===== src/verilog/sbmd_pkg.sv =====
/*
  Package for the system bus matrix and address decoder: address windows,
  slave and region codes, transfer codes and reset values.
  Assumes AHB-style masters and slaves on one clock.
*/
// What this block does
// - round-robin between processor and DMA masters
// - two master ports, three slave ports
// - AHB peripherals reachable by both masters
// - bridge fully synchronous, no domain crossing
// - narrow APB writes replicated across 32 bits
// - little-endian byte lanes
// - one linear 32-bit address space
// - eight 512 MB blocks from top bits
// - unassigned ranges select no slave
// - reset gates all peripheral clocks except memories
// - ports A, B, C in 1 KB slots
// - ports D, F decoded, rest reserved
// - core-internal range kept off system slaves
// - DMA, request mux, clock controller slots
// - interrupt controller, flash regs, CRC slots
// - three timer slots on APB
// - serial port and debug slots on APB
// - boot alias at bottom of map
// - SRAM window, reserved above it
// - main Flash window
// - option bytes and system memory windows
package sbmd_pkg;

  // ---------------------------------------------------------------
  // slave selection codes
  // ---------------------------------------------------------------
  typedef enum logic [1:0] {
    SBMD_SL_FLASH = 2'h0,
    SBMD_SL_SRAM = 2'h1,
    SBMD_SL_BRIDGE = 2'h2,
    SBMD_SL_NONE = 2'h3
  } sbmd_slave_e;

  // fine-grained region index, one-hot select bus position
  localparam int SBMD_NREG = 22;
  localparam int RG_BOOT = 0;
  localparam int RG_FLASH = 1;
  localparam int RG_SYSMEM = 2;
  localparam int RG_OPTB = 3;
  localparam int RG_SRAM = 4;
  localparam int RG_SER1 = 5;
  localparam int RG_TIMA = 6;
  localparam int RG_TIMB = 7;
  localparam int RG_TIMC = 8;
  localparam int RG_DBG = 9;
  localparam int RG_DMA = 10;
  localparam int RG_DMUX = 11;
  localparam int RG_RCC = 12;
  localparam int RG_EXTERNAL_INTERRUPT_CONTROLLER = 13;
  localparam int RG_FREG = 14;
  localparam int RG_CRC = 15;
  localparam int RG_PA = 16;
  localparam int RG_PB = 17;
  localparam int RG_PC = 18;
  localparam int RG_PD = 19;
  localparam int RG_PF = 20;
  localparam int RG_CORE = 21;

  // ---------------------------------------------------------------
  // address windows, inclusive bounds
  // ---------------------------------------------------------------
  localparam logic [31:0] REG_LO [SBMD_NREG] = '{
    32'h0000_0000, 32'h0800_0000, 32'h1FFF_0000, 32'h1FFF_7800,
    32'h2000_0000, 32'h4001_3800, 32'h4001_4000, 32'h4001_4400,
    32'h4001_4800, 32'h4001_5800, 32'h4002_0000, 32'h4002_0800,
    32'h4002_1000, 32'h4002_1800, 32'h4002_2000, 32'h4002_3000,
    32'h5000_0000, 32'h5000_0400, 32'h5000_0800, 32'h5000_0C00,
    32'h5000_1400, 32'hE000_0000};
  localparam logic [31:0] REG_HI [SBMD_NREG] = '{
    32'h0001_FFFF, 32'h0801_FFFF, 32'h1FFF_77FF, 32'h1FFF_7FFF,
    32'h2000_8FFF, 32'h4001_3BFF, 32'h4001_43FF, 32'h4001_47FF,
    32'h4001_4BFF, 32'h4001_5BFF, 32'h4002_03FF, 32'h4002_0BFF,
    32'h4002_13FF, 32'h4002_1BFF, 32'h4002_23FF, 32'h4002_33FF,
    32'h5000_03FF, 32'h5000_07FF, 32'h5000_0BFF, 32'h5000_0FFF,
    32'h5000_17FF, 32'hE00F_FFFF};

  // ---------------------------------------------------------------
  // transfer codes and reset values
  // ---------------------------------------------------------------
  localparam logic [1:0] HTRANS_IDLE = 2'h0;
  localparam logic [1:0] HTRANS_NSEQ = 2'h2;
  localparam logic [2:0] HSIZE_BYTE = 3'h0;
  localparam logic [2:0] HSIZE_HALF = 3'h1;
  localparam logic [1:0] BOOT_FLASH = 2'h0;
  localparam logic [1:0] BOOT_SYSMEM = 2'h1;
  localparam logic [1:0] BOOT_SRAM = 2'h2;
  localparam logic [2:0] BLOCK_MSB = 3'h7;
  localparam int BLOCK_LSB = 29;
  localparam int PCLK_W = 16;
  localparam logic [PCLK_W-1:0] PCLK_RST = 16'h0000;

endpackage : sbmd_pkg


===== src/verilog/sbmd_matrix.sv =====
/*
  System bus matrix with address decoder and synchronous APB bridge.
  Two masters share three slaves with round-robin grant; one transfer is
  in flight at a time. Assumes one clock, AHB-style handshakes and that
  masters hold request and address until done is seen.
*/
`timescale 1ns/1ps
module sbmd_matrix #(
  parameter int DW = 32
) (
  input wire logic core_clk,
  input wire logic arst_n,
  // master requests: index 0 processor, 1 DMA; three slaves below
  input wire logic [1:0] m_req,
  input wire logic [1:0] m_write,
  input wire logic [63:0] m_addr,
  input wire logic [5:0] m_size,
  input wire logic [63:0] m_wdata,
  output logic [1:0] m_done,
  output logic [1:0] m_err,
  output logic [63:0] m_rdata,
  // boot selection and peripheral clock enables
  input wire logic [1:0] boot_sel,
  input wire logic pclk_we,
  input wire logic [15:0] pclk_wdata,
  output logic [15:0] pclk_en_q,
  // memory slaves (flash, sram)
  output logic [1:0] mem_sel_q,
  output logic mem_write_q,
  output logic [31:0] mem_addr_q,
  output logic [2:0] mem_size_q,
  output logic [31:0] mem_wdata_q,
  input wire logic [1:0] mem_ready,
  input wire logic [63:0] mem_rdata,
  // apb side of the bridge
  output logic psel_q,
  output logic penable_q,
  output logic pwrite_q,
  output logic [31:0] paddr_q,
  output logic [31:0] pwdata_q,
  output logic [21:0] pregion_q,
  input wire logic pready,
  input wire logic [31:0] prdata,
  // core-internal peripheral strobe
  output logic core_sel_q
);

  // ---------------------------------------------------------------
  // arbitration state
  // ---------------------------------------------------------------
  typedef enum logic [1:0] {
    SBMD_IDLE = 2'h0,
    SBMD_MEM = 2'h1,
    SBMD_APB_SET = 2'h2,
    SBMD_APB_EN = 2'h3
  } sbmd_state_e;

  localparam int SBMD_NREG = sbmd_pkg::SBMD_NREG;

  sbmd_state_e state_q;
  logic last_q;
  logic owner_q;
  logic pick;
  logic [31:0] addr_sel;
  logic [SBMD_NREG-1:0] hit;
  sbmd_pkg::sbmd_slave_e slave;
  logic [31:0] wlane;
  logic [1:0] done_d;
  logic [1:0] err_d;
  logic [31:0] rd_d;

  // round-robin pick: the master not served last wins a contest
  always_comb begin
    pick = 1'b0;
    if (m_req == 2'h3) begin
      pick = ~last_q;
    end else if (m_req[1]) begin
      pick = 1'b1;
    end
  end

  assign addr_sel = pick ? m_addr[63:32] : m_addr[31:0];

  // one comparator pair per region, one flat 32-bit map
  generate
    for (genvar i = 0; i < SBMD_NREG; i++) begin : g_dec
      assign hit[i] = (addr_sel >= sbmd_pkg::REG_LO[i]) &&
                      (addr_sel <= sbmd_pkg::REG_HI[i]);
    end
  endgenerate

  // region to slave; top three bits pick the 512 MB block first
  always_comb begin
    slave = sbmd_pkg::SBMD_SL_NONE;
    unique case (addr_sel[31:sbmd_pkg::BLOCK_LSB])
      3'h0: begin
        if (hit[sbmd_pkg::RG_FLASH] || hit[sbmd_pkg::RG_SYSMEM] ||
            hit[sbmd_pkg::RG_OPTB]) begin
          slave = sbmd_pkg::SBMD_SL_FLASH;
        end else if (hit[sbmd_pkg::RG_BOOT]) begin
          slave = (boot_sel == sbmd_pkg::BOOT_SRAM) ?
                  sbmd_pkg::SBMD_SL_SRAM : sbmd_pkg::SBMD_SL_FLASH;
        end
      end
      3'h1: begin
        if (hit[sbmd_pkg::RG_SRAM]) begin
          slave = sbmd_pkg::SBMD_SL_SRAM;
        end
      end
      3'h2: begin
        // AHB and APB peripherals plus ports, all on the bridge path
        if (|hit[sbmd_pkg::RG_PF:sbmd_pkg::RG_SER1]) begin
          slave = sbmd_pkg::SBMD_SL_BRIDGE;
        end
      end
      default: begin
        slave = sbmd_pkg::SBMD_SL_NONE;
      end
    endcase
  end

  // replicate narrow write data over all byte lanes
  always_comb begin
    wlane = pick ? m_wdata[63:32] : m_wdata[31:0];
    if (m_size[pick*3 +: 3] == sbmd_pkg::HSIZE_BYTE) begin
      wlane = {4{wlane[7:0]}};
    end else if (m_size[pick*3 +: 3] == sbmd_pkg::HSIZE_HALF) begin
      wlane = {2{wlane[15:0]}};
    end
  end

  // ---------------------------------------------------------------
  // transfer sequencer
  // ---------------------------------------------------------------
  // grant held until the slave completes; only then re-arbitrate
  always_ff @(posedge core_clk or negedge arst_n) begin
    if (!arst_n) begin
      state_q <= SBMD_IDLE;
      owner_q <= 1'b0;
      last_q <= 1'b1;
    end else begin
      unique case (state_q)
        SBMD_IDLE: begin
          if (|m_req && !(|m_done) && !(|m_err)) begin
            owner_q <= pick;
            if (slave == sbmd_pkg::SBMD_SL_BRIDGE) begin
              state_q <= SBMD_APB_SET;
            end else if (slave != sbmd_pkg::SBMD_SL_NONE) begin
              state_q <= SBMD_MEM;
            end else begin
              last_q <= pick;
            end
          end
        end
        SBMD_MEM: begin
          if (mem_ready[mem_sel_q == 2'h2]) begin
            state_q <= SBMD_IDLE;
            last_q <= owner_q;
          end
        end
        SBMD_APB_SET: begin
          state_q <= SBMD_APB_EN;
        end
        SBMD_APB_EN: begin
          if (pready) begin
            state_q <= SBMD_IDLE;
            last_q <= owner_q;
          end
        end
      endcase
    end
  end

  // slave-side address and data captured at grant
  always_ff @(posedge core_clk or negedge arst_n) begin
    if (!arst_n) begin
      mem_sel_q <= 2'h0;
      mem_write_q <= 1'b0;
      mem_addr_q <= 32'h0000_0000;
      mem_size_q <= 3'h0;
      mem_wdata_q <= 32'h0000_0000;
      psel_q <= 1'b0;
      penable_q <= 1'b0;
      pwrite_q <= 1'b0;
      paddr_q <= 32'h0000_0000;
      pwdata_q <= 32'h0000_0000;
      pregion_q <= 22'h00_0000;
      core_sel_q <= 1'b0;
    end else begin
      core_sel_q <= 1'b0;
      if (state_q == SBMD_IDLE && |m_req && !(|m_done) && !(|m_err)) begin
        core_sel_q <= hit[sbmd_pkg::RG_CORE];
        mem_write_q <= m_write[pick];
        mem_addr_q <= addr_sel;
        mem_size_q <= m_size[pick*3 +: 3];
        mem_wdata_q <= pick ? m_wdata[63:32] : m_wdata[31:0];
        if (slave == sbmd_pkg::SBMD_SL_FLASH) begin
          mem_sel_q <= 2'h1;
        end else if (slave == sbmd_pkg::SBMD_SL_SRAM) begin
          mem_sel_q <= 2'h2;
        end
        if (slave == sbmd_pkg::SBMD_SL_BRIDGE) begin
          psel_q <= 1'b1;
          pwrite_q <= m_write[pick];
          paddr_q <= {addr_sel[31:2], 2'h0};
          pwdata_q <= wlane;
          pregion_q <= hit;
        end
      end else if (state_q == SBMD_MEM && mem_ready[mem_sel_q == 2'h2]) begin
        mem_sel_q <= 2'h0;
      end else if (state_q == SBMD_APB_SET) begin
        penable_q <= 1'b1;
      end else if (state_q == SBMD_APB_EN && pready) begin
        psel_q <= 1'b0;
        penable_q <= 1'b0;
      end
    end
  end

  // ---------------------------------------------------------------
  // answers to the masters
  // ---------------------------------------------------------------
  // done and error pulse one cycle to the owning master
  always_comb begin
    done_d = 2'h0;
    err_d = 2'h0;
    rd_d = 32'h0000_0000;
    if (state_q == SBMD_MEM && mem_ready[mem_sel_q == 2'h2]) begin
      done_d[owner_q] = 1'b1;
      rd_d = (mem_sel_q == 2'h2) ? mem_rdata[63:32] : mem_rdata[31:0];
    end else if (state_q == SBMD_APB_EN && pready) begin
      done_d[owner_q] = 1'b1;
      rd_d = prdata;
    end else if (state_q == SBMD_IDLE && |m_req && !(|m_done) &&
                 !(|m_err) && slave == sbmd_pkg::SBMD_SL_NONE) begin
      err_d[pick] = 1'b1;
    end
  end

  always_ff @(posedge core_clk or negedge arst_n) begin
    if (!arst_n) begin
      m_done <= 2'h0;
      m_err <= 2'h0;
      m_rdata <= 64'h0;
    end else begin
      m_done <= done_d;
      m_err <= err_d;
      if (done_d[0]) begin
        m_rdata[31:0] <= rd_d;
      end
      if (done_d[1]) begin
        m_rdata[63:32] <= rd_d;
      end
    end
  end

  // peripheral clock gates: all off after reset, memories not gated here
  // software must set a bit before touching that peripheral
  always_ff @(posedge core_clk or negedge arst_n) begin
    if (!arst_n) begin
      pclk_en_q <= sbmd_pkg::PCLK_RST;
    end else if (pclk_we) begin
      pclk_en_q <= pclk_wdata;
    end
  end

endmodule // sbmd_matrix


===== config.mk =====
export PLATFORM = sky130hd
export DESIGN_NAME = sbmd_matrix
export DESIGN_NICKNAME = d
export VERILOG_FILES = /design/src/verilog/sbmd_pkg.sv /design/src/verilog/sbmd_matrix.sv
export SDC_FILE = /design/constraint.sdc
export NUM_CORES = 1
export LEC_CHECK = 0
export ABC_AREA = 1
export BUFFER_PORTS_ARGS = -buffer_cell sky130_fd_sc_hd__buf_4
export CORE_AREA = 5 5 191 193
export DETAILED_ROUTE_END_ITERATION = 6
export DIE_AREA = 0 0 196 198
export PLACE_DENSITY = 0.73
export SLEW_MARGIN = 20
export SYNTH_ARGS = -nofsm -noshare
export SYNTH_HDL_FRONTEND = slang
export SYNTH_SLANG_ARGS = --single-unit

===== constraint.sdc =====
create_clock -name core_clk -period 4.1 [get_ports core_clk]
set_input_delay 0.41 -clock core_clk [delete_from_list [all_inputs] [get_ports core_clk]]
set_output_delay 0.41 -clock core_clk [all_outputs]
set_load 0.1 [all_outputs]

# Yosys cells after proc, flatten, opt, wreduce, memory -nomap -nowiden
# Index checks and enable logic that the tools add are counted.
word_totals:
  wordCells: 203
  in_bits: 258
  romBits: 0
  memories: 0
  mem_bits_rw: 0
  ff_bits: 246
  latchBits: 0
classes:
  order_cmp: 49
  muxes: 51
  eq_ne: 23
  bitwise: 3
  div: 0
  n_addsub: 0
  reduce_logical: 55
  multipliers: 1
  shift: 1
op_table:
  columns: ["cell", "n"]
  rows:
  - [">= comparator 32 x 31 -> 1 bit (second input constant)", 16]
  - ["less-or-equal comparator 32 x 31 -> 1 bit (second input constant)", 16]
  - ["two-way mux 32 bit", 7]
  - [">= comparator 32 x 29 -> 1 bit (second input constant)", 2]
  - ["less-or-equal comparator 32 x 29 -> 1 bit (second input constant)", 2]
  - ["two-way mux 2 bit", 17]
  - [">= comparator 32 x 1 -> 1 bit (second input constant)", 1]
  - [">= comparator 32 x 28 -> 1 bit (second input constant)", 1]
  - [">= comparator 32 x 30 -> 1 bit (second input constant)", 1]
  - [">= comparator 32 bit (second input constant)", 1]
  - ["less-or-equal comparator 32 x 17 -> 1 bit (second input constant)", 1]
  - ["less-or-equal comparator 32 x 28 -> 1 bit (second input constant)", 1]
  - ["less-or-equal comparator 32 x 30 -> 1 bit (second input constant)", 1]
  - ["less-or-equal comparator 32 bit (second input constant)", 1]
  - ["logical AND 1 bit", 32]
  - ["two-way mux 1 bit", 22]
  - ["!= test 2 bit (second input constant)", 9]
  - ["OR reduction 16 bit", 1]
  - ["== test 2 bit (second input constant)", 7]
  - ["one-hot mux 2 bit (4 select lines)", 1]
  - ["AND reduction 4 bit", 2]
  - ["== test 3 x 1 -> 1 bit (second input constant)", 2]
  - ["zero test 3 bit", 2]
  - ["< comparator 1 x 2 -> 1 bit (second input constant)", 3]
  - ["other kinds (20)", 34]

# Longest topological paths before layout
# Gate-level depths: netlist of run 1.
depth:
  depth_word: 14
  mapped_depth: 23

# Least setup slack after synthesis of run 1
# OpenSTA, ideal clock, no wires.
synth_path:
  kind: "register -> register"
  startpoint: "register mem_sel_q[0]"
  endpoint: "register m_rdata[0]"
  t_required_ns: 3.975
  arrival_ns: 2.926
  path_slack_ns: 1.048
  path_stages_with_launch: 10
  synth_period_minus_slack_ns: 3.052
  n_path_buf: 1
  cell_sequence: "dfrtp_1 clkinv_1 nand2_1 mux2_2 nand3_1 inv_1 nor2_1 nor2_1 clkbuf_1 mux2_2"
synth_via:
  elab_chain_cells: 5
synth_rtl:
  columns: ["item", "line_no", "rtl"]
  rows:
  - ["start, declared", "sbmd_matrix.sv:28", "output logic [1:0] mem_sel_q,"]
  - ["start signal, assigned", "sbmd_matrix.sv:177", "mem_sel_q <= 2'h0;"]
  - ["start signal, assigned", "sbmd_matrix.sv:198", "mem_sel_q <= 2'h1;"]
  - ["start signal, assigned", "sbmd_matrix.sv:200", "mem_sel_q <= 2'h2;"]
  - ["== test 2 bit *", "sbmd_matrix.sv:228, sbmd_matrix.sv:230", null]
  - ["two-way mux 1 bit (implied by the code) (2 in a row)", "sbmd_matrix.sv:228", "if (state_q == SBMD_MEM && mem_ready[mem_sel_q == 2'h2]) begin"]
  - ["logical AND 1 bit", "sbmd_matrix.sv:228", null]
  - ["two-way mux 32 bit / two-way mux 2 bit (equally long branches)", "sbmd_matrix.sv:228", null]
  - ["end signal, assigned", "sbmd_matrix.sv:249", "m_rdata[31:0] <= rd_d;"]
  - ["end, declared", "sbmd_matrix.sv:21", "output logic [63:0] m_rdata,"]
# Mark *: on every way between the ends. The rest lies on a longest branch, timed or not. The select of a mux whose other input is x is not followed.
# A chain may end at the register's enable or synchronous reset.

# Worst setup path in the final report of run 1
layout_path:
  startpoint: "register last_q"
  endpoint: "register paddr_q[30]"
layout_via:
  elab_chain_cells: 11
layout_rtl:
  columns: ["item", "line_no", "rtl"]
  rows:
  - ["start, declared", "sbmd_matrix.sv:61", "logic last_q;"]
  - ["start signal, assigned", "sbmd_matrix.sv:151", "last_q <= pick;"]
  - ["start signal, assigned", "sbmd_matrix.sv:158", "last_q <= owner_q;"]
  - ["start signal, assigned", "sbmd_matrix.sv:167", "last_q <= owner_q;"]
  - ["inverter 1 bit *", "sbmd_matrix.sv:76", "pick = ~last_q;"]
  - ["two-way mux 1 bit *", "sbmd_matrix.sv:75", "if (m_req == 2'h3) begin"]
  - ["two-way mux 32 bit *", "sbmd_matrix.sv:82", "assign addr_sel = pick ? m_addr[63:32] : m_addr[31:0];"]
  - ["parallel branches: the longest is 8 deep, another holds >= comparator 32 x 31 -> 1 bit", null, null]
  - ["end signal, assigned", "sbmd_matrix.sv:205", "paddr_q <= {addr_sel[31:2], 2'h0};"]
  - ["end, declared", "sbmd_matrix.sv:39", "output logic [31:0] paddr_q,"]
# Mark *: on every way between the ends.

==> out/qor.txt, run 1 <==
RSZ-0062 raised after global routing: false
max cap viols: 0
Global Route Usage Sum: 22.6%
Starting Density: 35.3%
Die Area: 0.0388 mm2
largest net degree at the start of global routing: 98
pins over their slew limit: 0
routability cong.: 0.972
CTS Root Cell: clkbuf_16
ratio of cells with drive above 1 in the final layout: 36.9%
CTS tree: done
via count: 12018
# nets final: 2154
placed insts: 2321
Crit Path Class: reg -> reg
Worst Hold Class: in -> reg
CP arrival: 4.19 ns
clock skew: 0.00940 ns
Crit. End Element: flip-flop
# port buffers: 499
status: complete, no violations
area delta synth->final: 41.8%
Mapped Area: 0.0121 mm2
CTS HTree Levels: 1
largest buffer count on any clock path: 3
clk_lat worst skew: 0.54 ns
mean post-synth cell area: 8.52 um2
Routed Antenna Nets: 0
Die Y: 198 um
drt wl/cell: 19.4 um
Antenna diodes: 0
row count: 68
crit path max fanout: 37
Tmin final: 3.71 ns
grt ovf: 0
Core ar.: 0.0344 mm2
Final Cell Area: 0.0172 mm2
Post-Route Setup TNS: 0 ns
Slew Limit Headroom: 31.2%
Synth cell types: 41
Clock Pin Slew Worst Setup and Hold Paths: 0.06 ns
dominant cell type by area after synthesis: dfrtp_1
crit share post-route: 90.6%
ranking of synthesized cells by area: dfrtp_1, nand2_1, mux2_2
Post-DP HPWL: 35500 um
first-pass GRT wire length: 70000 um
dpl cell area: 0.0163 mm2
Least-Margin Pin Slew: 1.03 ns
Num CTS Buffers: 27
commonest non-fill, non-tap cell in the layout: buf_4
Vias per Instance: 5.07
fmax: 269 MHz
final WL: 46100 um
CTS sink cnt: 246
Die X: 196 um
initial antenna violation count: 0
I/O pins: 502
Yosys warning count: 0
Synth Register Bits: 246
post-route insts no fill: 2371
First-pass DRT Iterations: 7
Setup violations, final: 0
Critical Path RT: 4.58 ns
Mapped Cells: 1424
postcts setup bufs: 0
critical path startpoint category: flip-flop
First DRT Iteration DRCs: 980
final hold vios: 0
Synth top area share: 50.5%
post-synthesis sequential area ratio: 50.7%
most frequent cells in the layout: buf_4, nand2_1, dfrtp_1
DRC violations left: 0
vias in the first global route: 12120
## final timing paths
kind | startpoint | to | slack [ns] | cells past startpoint
min | pclk_wdata[1] | pclk_en_q[1]$_DFFE_PN0P_ | 0.1 | 2
min in group asynchronous | arst_n | mem_addr_q[31]$_DFFE_PN0P_ | 0.49 | 2
max | last_q$_DFFE_PN1P_ | paddr_q[30]$_DFFE_PN0P_ | 0.39 | 16
min reg2reg | mem_wdata_q[2]$_DFFE_PN0P_ | mem_wdata_q[2]$_DFFE_PN0P_ | 0.48 | 2
max reg2reg | last_q$_DFFE_PN1P_ | paddr_q[30]$_DFFE_PN0P_ | 0.39 | 16
max in group asynchronous | arst_n | mem_wdata_q[3]$_DFFE_PN0P_ | 2.66 | 3
## layout make-up
cell class                      count  area (um2)
Sequential cell                   246        6160
Fill cell                        3239       17200
Timing Repair Buffer              521        3950
Multi-Input combinational cell   1019        5330
Clock inverter                     15         139
Tap cell                          455         569
Inverter                           81         309
Clock buffer                       34         752
## layer usage
metal	up-vias	track usage, %	wire length (um)
met1	5740	29.3	18700
met3	106	3.93	3300
met4	0	7.68	1780
met2	522	38.4	22300
met5	-	0	0
li1	5650	-	-
## kinds of logic after synthesis
kind of cell | after synthesis | synth area share (%)
and+or+nand+nor | 703 | 24.8
other | 1 | 0.0309
DFF | 246 | 50.7
buffers and inverters | 160 | 5.67
AOI/OAI and AO/OA | 214 | 9.66
muxes | 100 | 9.09
## critical path, cell delays in order, from the launching register on
cell	delay (ns)
dfstp_2	0.53
nand2_1	0.14
buf_4	0.27
nand3_1	0.13
nand2_1	0.08
nor2_1	0.11
nand2_1	0.20
nor2_1	0.43
nand2_1	0.18
nor2_1	0.14
nand3_1	0.14
nand2_1	0.09
inv_1	0.07
nand4_4	0.12
nor2_8	0.07
nor2_4	0.69
or2_2	0.23
## registers in the layout, summed over array words and instances, names as in the netlist
signal       cells
owner_q          1
m_rdata         64
penable_q        1
last_q           1
mem_addr_q      32
mem_sel_q        2
pwrite_q         1
pclk_en_q       16
mem_size_q       3
m_done           2
paddr_q         30
m_err            2
pwdata_q        32
mem_write_q      1
core_sel_q       1
mem_wdata_q     32
psel_q           1
state_q          2
pregion_q       22
## metrics by stage
stage / hold WS [ns] / setup slack (ns) / utilization, %
floorplan: 0.114 / 1.05 / -
global placement: 0.458 / 0.347 / 47.4
detailed placement: 0.467 / 0.281 / 47.4
CTS: 0.0677 / 0.313 / 50.0
global route: 0.0784 / 0.0273 / 50.0
finish: 0.0992 / 0.386 / 50.0
## cells in the mapped netlist, drive strengths merged
library cell  count
a221oi            3
o21ai           106
o21bai            1
nand2           453
nor3             13
a31oi            55
clkbuf           48
mux2             81
dfrtp           245
or2               4
a21oi            41
nand3            94
conb              1
inv              78
a31o              1
nor2            121
nand3b           10
o211ai            3
buf              31
nand4             8
dfstp             1
o31ai             1
o22ai             2
mux2i            19
a21boi            1
clkinv            3
## timing repair
item | in CTS | in global routing
hold buffers | 1 | 0
endpoints found under the hold margin | 93 | 0
endpoints found under the setup margin | 0 | 15
resized for setup | 0 | 2
Power of run 1 is left out: the tool's default activity adds up to more than one toggle a clock period on the data nets, which glitch-free logic cannot reach.
==> run 2: changes to the inputs <==
--- a/config.mk
+++ b/config.mk
@@ -11,6 +11,7 @@
 export DETAILED_ROUTE_END_ITERATION = 6
 export DIE_AREA = 0 0 196 198
 export PLACE_DENSITY = 0.73
+export SETUP_SLACK_MARGIN = 0.4
 export SLEW_MARGIN = 20
 export SYNTH_ARGS = -nofsm -noshare
 export SYNTH_HDL_FRONTEND = slang
==> run 2 against run 1 <==
Design area rose by 0.90%. Global-route usage is essentially flat. Worst hold slack worse by 0.00064 ns.
==> out/qor.txt, run 2 (same netlist as run 1, synthesis figures left out) <==
critical path startpoint category: flip-flop
sequential cell area: 0.00616 mm2 (unchanged)
ratio of cells with drive above 1 in the final layout: 37.7% (+0.80 points)
grt ovf: 0 (unchanged)
Critical Path RT: 4.51 ns (-0.07 ns)
Starting Density: 35.3% (unchanged)
Slew Limit Headroom: 30.8% (-0.39 points)
CTS HTree Levels: 1 (unchanged)
Core ar.: 0.0344 mm2 (unchanged)
# nets final: 2169 (+0.70%)
CTS sink cnt: 246 (unchanged)
Largest Register: m_rdata
Die Area: 0.0388 mm2 (unchanged)
CP max stage cell: dfstp_2
Vias per Instance: 5.10 (+0.55%)
largest net degree at the start of global routing: 98 (unchanged)
Antenna diodes: 0 (unchanged)
routability cong.: 0.972 (unchanged)
RSZ-0062 raised after global routing: true
largest buffer count on any clock path: 3 (unchanged)
# port buffers: 499 (unchanged)
Die Y: 198 um (unchanged)
Num CTS Buffers: 27 (unchanged)
max cap viols: 0 (unchanged)
I/O pins: 502 (unchanged)
first-pass GRT wire length: 70100 um (about the same)
HP Start: pclk_wdata[1]
Post-DP HPWL: 35500 um (unchanged)
Crit Path Class: reg -> reg
Routed Antenna Nets: 0 (unchanged)
First-pass DRT Iterations: 5 (-2)
Global Route Usage Sum: 22.6% (about the same)
vias in the first global route: 12115 (-0.041%)
area delta synth->final: 43.1%
Setup violations, final: 0 (unchanged)
dpl cell area: 0.0163 mm2 (unchanged)
Tmin final: 3.47 ns (-0.242 ns)
Least-Margin Pin Slew: 1.04 ns (+0.00579 ns)
Largest register FFs: 64 (unchanged)
row count: 68 (unchanged)
CP bufs+invs: 5 (+3)
Filler Cells Inserted: 3234 (-0.15%)
CP arrival: 3.89 ns (-0.30 ns)
Die X: 196 um (unchanged)
CP Launch Point: last_q$_DFFE_PN1P_
Crit. End Element: flip-flop
via count: 12160 (+1.2%)
largest delay contributor family on the critical path: simple AND/OR/NAND/NOR gates
CTS tree: done
crit path cell chain: nand2_2 -> nand2_8 -> nand2_1 -> nand2_1 -> nand2_1 -> inv_1 -> nand2_1 -> nor2_4 -> buf_4 -> nand3_1 -> inv_1 -> nand3_1 -> nand4_4 -> nor2_8 -> nor2_4 -> clkinv_8 -> buf_4 -> nand2_1 -> o21ai_0
final hold vios: 0 (unchanged)
CP peak stage delay: 0.54 ns (-0.15 ns)
CTS Root Cell: clkbuf_16
DRC violations left: 0 (unchanged)
drt wl/cell: 19.7 um (+1.2%)
most frequent cells in the layout: buf_4, nand2_1, dfrtp_1
Clock Pin Slew Worst Setup and Hold Paths: 0.06 ns (about the same)
clk_lat worst skew: 0.54 ns (about the same)
clock skew: 0.00863 ns (-0.000774 ns)
crit path max fanout: 22 (-41%)
crit share post-route: 84.7% (-5.9 points)
pins over their slew limit: 0 (unchanged)
First DRT Iteration DRCs: 989 (+0.92%)
Worst Hold Class: in -> reg
critical path's most frequent cell: nand2_1
r2r startpoint: last_q$_DFFE_PN1P_
final WL: 46900 um (+1.8%)
commonest non-fill, non-tap cell in the layout: buf_4
FF-to-FF setup slack: 0.63 ns (+0.24 ns)
Post-Route Setup TNS: 0 ns (unchanged)
status: complete, no violations
fmax: 288 MHz (+7.0%)
Multi-input gate area: 0.00537 mm2 (+0.77%)
initial antenna violation count: 0 (unchanged)
Final Cell Area: 0.0174 mm2 (+0.90%)
==> run 2: what timing repair did <==
action / in CTS / in global routing
hold buffers: 1 / 0
pin swaps: 0 / 6
endpoints found under the setup margin: 25 / 85
resized for setup: 1 / 12
gates cloned: 0 / 3
setup buffers: 0 / 12
endpoints found under the hold margin: 93 / 0
==> run 2: worst register-to-register path: stages, from the launching register on <==
cell and delay, ns:
dfstp_2 0.54, nand2_2 0.18, nand2_8 0.21, nand2_1 0.07, nand2_1 0.20, nand2_1 0.15
inv_1 0.10, nand2_1 0.09, nor2_4 0.25, buf_4 0.17, nand3_1 0.09, inv_1 0.08
nand3_1 0.19, nand4_4 0.19, nor2_8 0.09, nor2_4 0.22, clkinv_8 0.15, buf_4 0.23
nand2_1 0.08, o21ai_0 0.07
==> run 2: per-stage QoR <==
stage / setup WS [ns] / cells / hold WS, ns / util (%)
after global placement: 0.347 / 2321 / 0.458 / 47.4
after global routing: 0.381 / 2386 / 0.0784 / 50.5
after detailed placement: 0.281 / 2321 / 0.467 / 47.4
after floorplan: 1.05 / 1425 / 0.114 / -
after CTS: 0.406 / 2371 / 0.0677 / 50.0
final: 0.628 / 2386 / 0.0986 / 50.5
==> run 2: worst paths after layout <==
path	to	cells after the start
min in group asynchronous	mem_addr_q[31]$_DFFE_PN0P_	2
worst max-delay path	paddr_q[12]$_DFFE_PN0P_	19
worst min register to register	mem_wdata_q[2]$_DFFE_PN0P_	2
worst min-delay path	pclk_en_q[1]$_DFFE_PN0P_	2
max in group asynchronous	pwdata_q[16]$_DFFE_PN0P_	3
worst max register to register	paddr_q[12]$_DFFE_PN0P_	19
==> run 2: final cells by class <==
| cell class | instances | share of cell area (%) |
|---|---|---|
| tap | 455 | 3.28 |
| multi-input combinational | 1021 | 30.9 |
| sequential | 246 | 35.5 |
| timing repair buffer | 533 | 23.3 |
| inverter | 81 | 1.82 |
| timing repair inverter | 1 | 0.0505 |
| clock inverter | 15 | 0.800 |
| clock buffer | 34 | 4.33 |
==> run 2: metal layers <==
metal	part of all wire [%]	track usage (%)	vias up
li1	-	-	5682
met1	41	29.3	5820
met2	48	38.4	545
met3	7.2	3.93	113
met4	3.9	7.68	0
met5	0	0	-
Power of run 2 is left out for the same reason.
==> run 3: changes to the inputs <==
--- a/config.mk
+++ b/config.mk
@@ -10,7 +10,7 @@
 export CORE_AREA = 5 5 191 193
 export DETAILED_ROUTE_END_ITERATION = 6
 export DIE_AREA = 0 0 196 198
-export PLACE_DENSITY = 0.73
+export PLACE_DENSITY = 0.75
 export SETUP_SLACK_MARGIN = 0.4
 export SLEW_MARGIN = 20
 export SYNTH_ARGS = -nofsm -noshare
==> constraint.sdc (replaced) <==
create_clock -name core_clk -period 3 [get_ports core_clk]
set_input_delay 0.3 -clock core_clk [delete_from_list [all_inputs] [get_ports core_clk]]
set_output_delay 0.3 -clock core_clk [all_outputs]
set_load 0.1 [all_outputs]
==> run 3 against run 2 <==
The flow now finishes with violations (negative setup slack). Clock skew hardly changed. Worst hold slack worse by 0.065 ns. Via count is 5.1% higher. Global-route usage is 0.17 points higher. Largest cell class unchanged.
==> out/qor.txt, run 3 (same netlist as run 1, synthesis figures left out) <==
status: finished, violations left
failing checks: negative setup slack
CTS tree: done
# nets final: 2283 (+5.3%)
met2 wire len: 23300 um (+3.2%)
largest buffer count on any clock path: 3 (unchanged)
DR top layer: met4
crit share post-route: 107% (+23 points)
CTS sink cnt: 246 (unchanged)
Die X: 196 um (unchanged)
post-route insts no fill: 2500 (+4.8%)
DR WL met3: 3950 um (+17%)
final WL: 48800 um (+4.0%)
Die Y: 198 um (unchanged)
first-pass GRT wire length: 70600 um (+0.77%)
Final Cell Area: 0.0192 mm2 (+11%)
Global Route Usage Sum: 22.7% (+0.17 points)
Largest Register: m_rdata
Num CTS Buffers: 28 (+3.7%)
Critical Path RT: 3.43 ns (-1.08 ns)
pins over their slew limit: 0 (unchanged)
clk_lat worst skew: 0.56 ns (+0.02 ns)
WL met1: 19000 um (-0.92%)
ratio of cells with drive above 1 in the final layout: 46.0% (+8.3 points)
largest net degree at the start of global routing: 85 (-13%)
Lkg Pwr: 9.90 nW
fmax: 311 MHz (+7.9%)
Worst Hold Class: in -> reg
worst setup margin: -0.218 ns (-0.846 ns)
Filler Cells Inserted: 2974 (-8.0%)
Post-DP HPWL: 35800 um (+0.85%)
First-pass DRT Iterations: 5 (unchanged)
grt ovf: 0 (unchanged)
placed insts: 2390 (+3.0%)
CTS Root Cell: clkbuf_16
total power: 0.0254 W
clock skew: 0.00894 ns (+0.000313 ns)
Least-Margin Pin Slew: 0.712 ns (-0.323 ns)
row count: 68 (unchanged)
drt wl/cell: 19.5 um (-0.78%)
dpl cell area: 0.0169 mm2 (+3.8%)
crit path max fanout: 8 (-64%)
Power Density: 1320 mW/mm2
most frequent cells in the layout: buf_4, nand2_1, dfrtp_1
Setup violations, final: 83 (+83)
Die Area: 0.0388 mm2 (unchanged)
area delta synth->final: 58.7%
Tmin final: 3.22 ns (-0.254 ns)
I/O pins: 502 (unchanged)
Crit Path Class: reg -> reg
Slew Limit Headroom: 52.5% (+22 points)
DRC violations left: 0 (unchanged)
CP arrival: 3.65 ns (-0.24 ns)
worst slack, placed: -0.220 ns (-0.501 ns)
FF-to-FF setup slack: -0.22 ns (-0.85 ns)
final hold vios: 0 (unchanged)
# port buffers: 499 (unchanged)
peak supply drop: 0.00124 V
RSZ-0062 raised after global routing: true
Crit. End Element: flip-flop
Routed Antenna Nets: 0 (unchanged)
vias in the first global route: 12540 (+3.5%)
critical path startpoint category: flip-flop
initial antenna violation count: 2 (+2)
Largest register FFs: 64 (unchanged)
max cap viols: 0 (unchanged)
commonest non-fill, non-tap cell in the layout: buf_4
CTS HTree Levels: 1 (unchanged)
via count: 12776 (+5.1%)
Clock Pin Slew Worst Setup and Hold Paths: 0.06 ns (about the same)
Vias per Instance: 5.11 (+0.27%)
routability cong.: 1.00 (+2.9%)
Core ar.: 0.0344 mm2 (unchanged)
Starting Density: 35.3% (unchanged)
First DRT Iteration DRCs: 1007 (+1.8%)
-- run 3: changes by cell type in the layout (fill, tap and decap cells not counted), moves of 11 or more --
cell	previous run	this run
nand2_1	424	359
buf_4	527	587
nand2_2	28	80
o21ai_0	99	75
dlygate4sd3_1	1	21
nor2_1	99	79
buf_6	0	14
nand3_1	93	79
o21ai_2	0	13
nand2_4	1	13
nor2_4	9	21
buf_12	2	13
o21ai_1	7	18
-- run 3: per-stage QoR --
stage / TNS, ns / util, % / hold slack [ns]
2_1_floorplan: 0 / - / 0.00441
3_3_place_gp: -6.09 / 49.2 / 0.354
3_5_place_dp: -12.42 / 49.2 / 0.363
4_1_cts: -1.37 / 53.3 / 0.00118
5_1_grt: -23.78 / 56.0 / 0.0154
6_report: -10.81 / 56.0 / 0.0335
-- run 3: critical path: stages (launching register included) --
cell,delay [ns]
dfstp_2,0.59
nand2_8,0.13
buf_12,0.18
nand3_4,0.06
nand2_2,0.07
nor2_2,0.13
nand2_2,0.09
buf_4,0.15
nor2_1,0.16
buf_4,0.19
buf_4,0.12
nand3_1,0.10
inv_1,0.09
nand3_2,0.12
nand4_4,0.13
nor2_8,0.07
nor2_4,0.20
inv_8,0.09
buf_12,0.14
buf_16,0.14
nand2_2,0.06
o21ai_2,0.04
-- run 3: path summary, 6_finish.rpt --
| path | from | to | cells past startpoint |
|---|---|---|---|
| min in group asynchronous | arst_n | paddr_q[29]$_DFFE_PN0P_ | 2 |
| max in group asynchronous | arst_n | last_q$_DFFE_PN1P_ | 3 |
| worst max register to register | last_q$_DFFE_PN1P_ | paddr_q[13]$_DFFE_PN0P_ | 21 |
| worst min-delay path | m_wdata[46] | mem_wdata_q[14]$_DFFE_PN0P_ | 3 |
| worst max-delay path | last_q$_DFFE_PN1P_ | paddr_q[13]$_DFFE_PN0P_ | 21 |
| worst min register to register | pwdata_q[7]$_DFFE_PN0P_ | pwdata_q[7]$_DFFE_PN0P_ | 2 |
-- run 3: per-layer routing --
layer	vias up	GRT usage, %
li1	5904	-
met4	0	9.72
met1	6129	28.4
met3	152	5.41
met2	591	37.9
met5	-	0
-- run 3: layout make-up --
cell class | count | area, um2 | area share [%]
diodes | 1 | 2.50 | 0.0130
repair inverters | 1 | 6.26 | 0.0325
clock inverters | 10 | 156 | 0.812
repair buffers | 646 | 5300 | 27.5
inverters | 81 | 315 | 1.64
multi-input cells | 1021 | 5920 | 30.7
clock buffers | 39 | 822 | 4.27
flip-flops and latches | 246 | 6160 | 32.0
well taps | 455 | 569 | 2.96
-- run 3: power breakdown --
part | switching (W) | total [W] | internal, W
Sequential | 0.000822 | 0.00542 | 0.00459
Combinational | 0.0127 | 0.0164 | 0.00374
Clock | 0.00142 | 0.00359 | 0.00217
Total | 0.0149 | 0.0254 | 0.0105
-- run 3: timing repair --
action | in CTS | in global routing
endpoints found under the setup margin | 93 | 94
hold endpoints to repair | 96 | 0
hold buffers | 21 | 0
pin swaps | 13 | 28
gates cloned | 3 | 10
setup buffers | 5 | 21
resized for setup | 30 | 168
No activity file was read; power rests on OpenSTA's default activity.
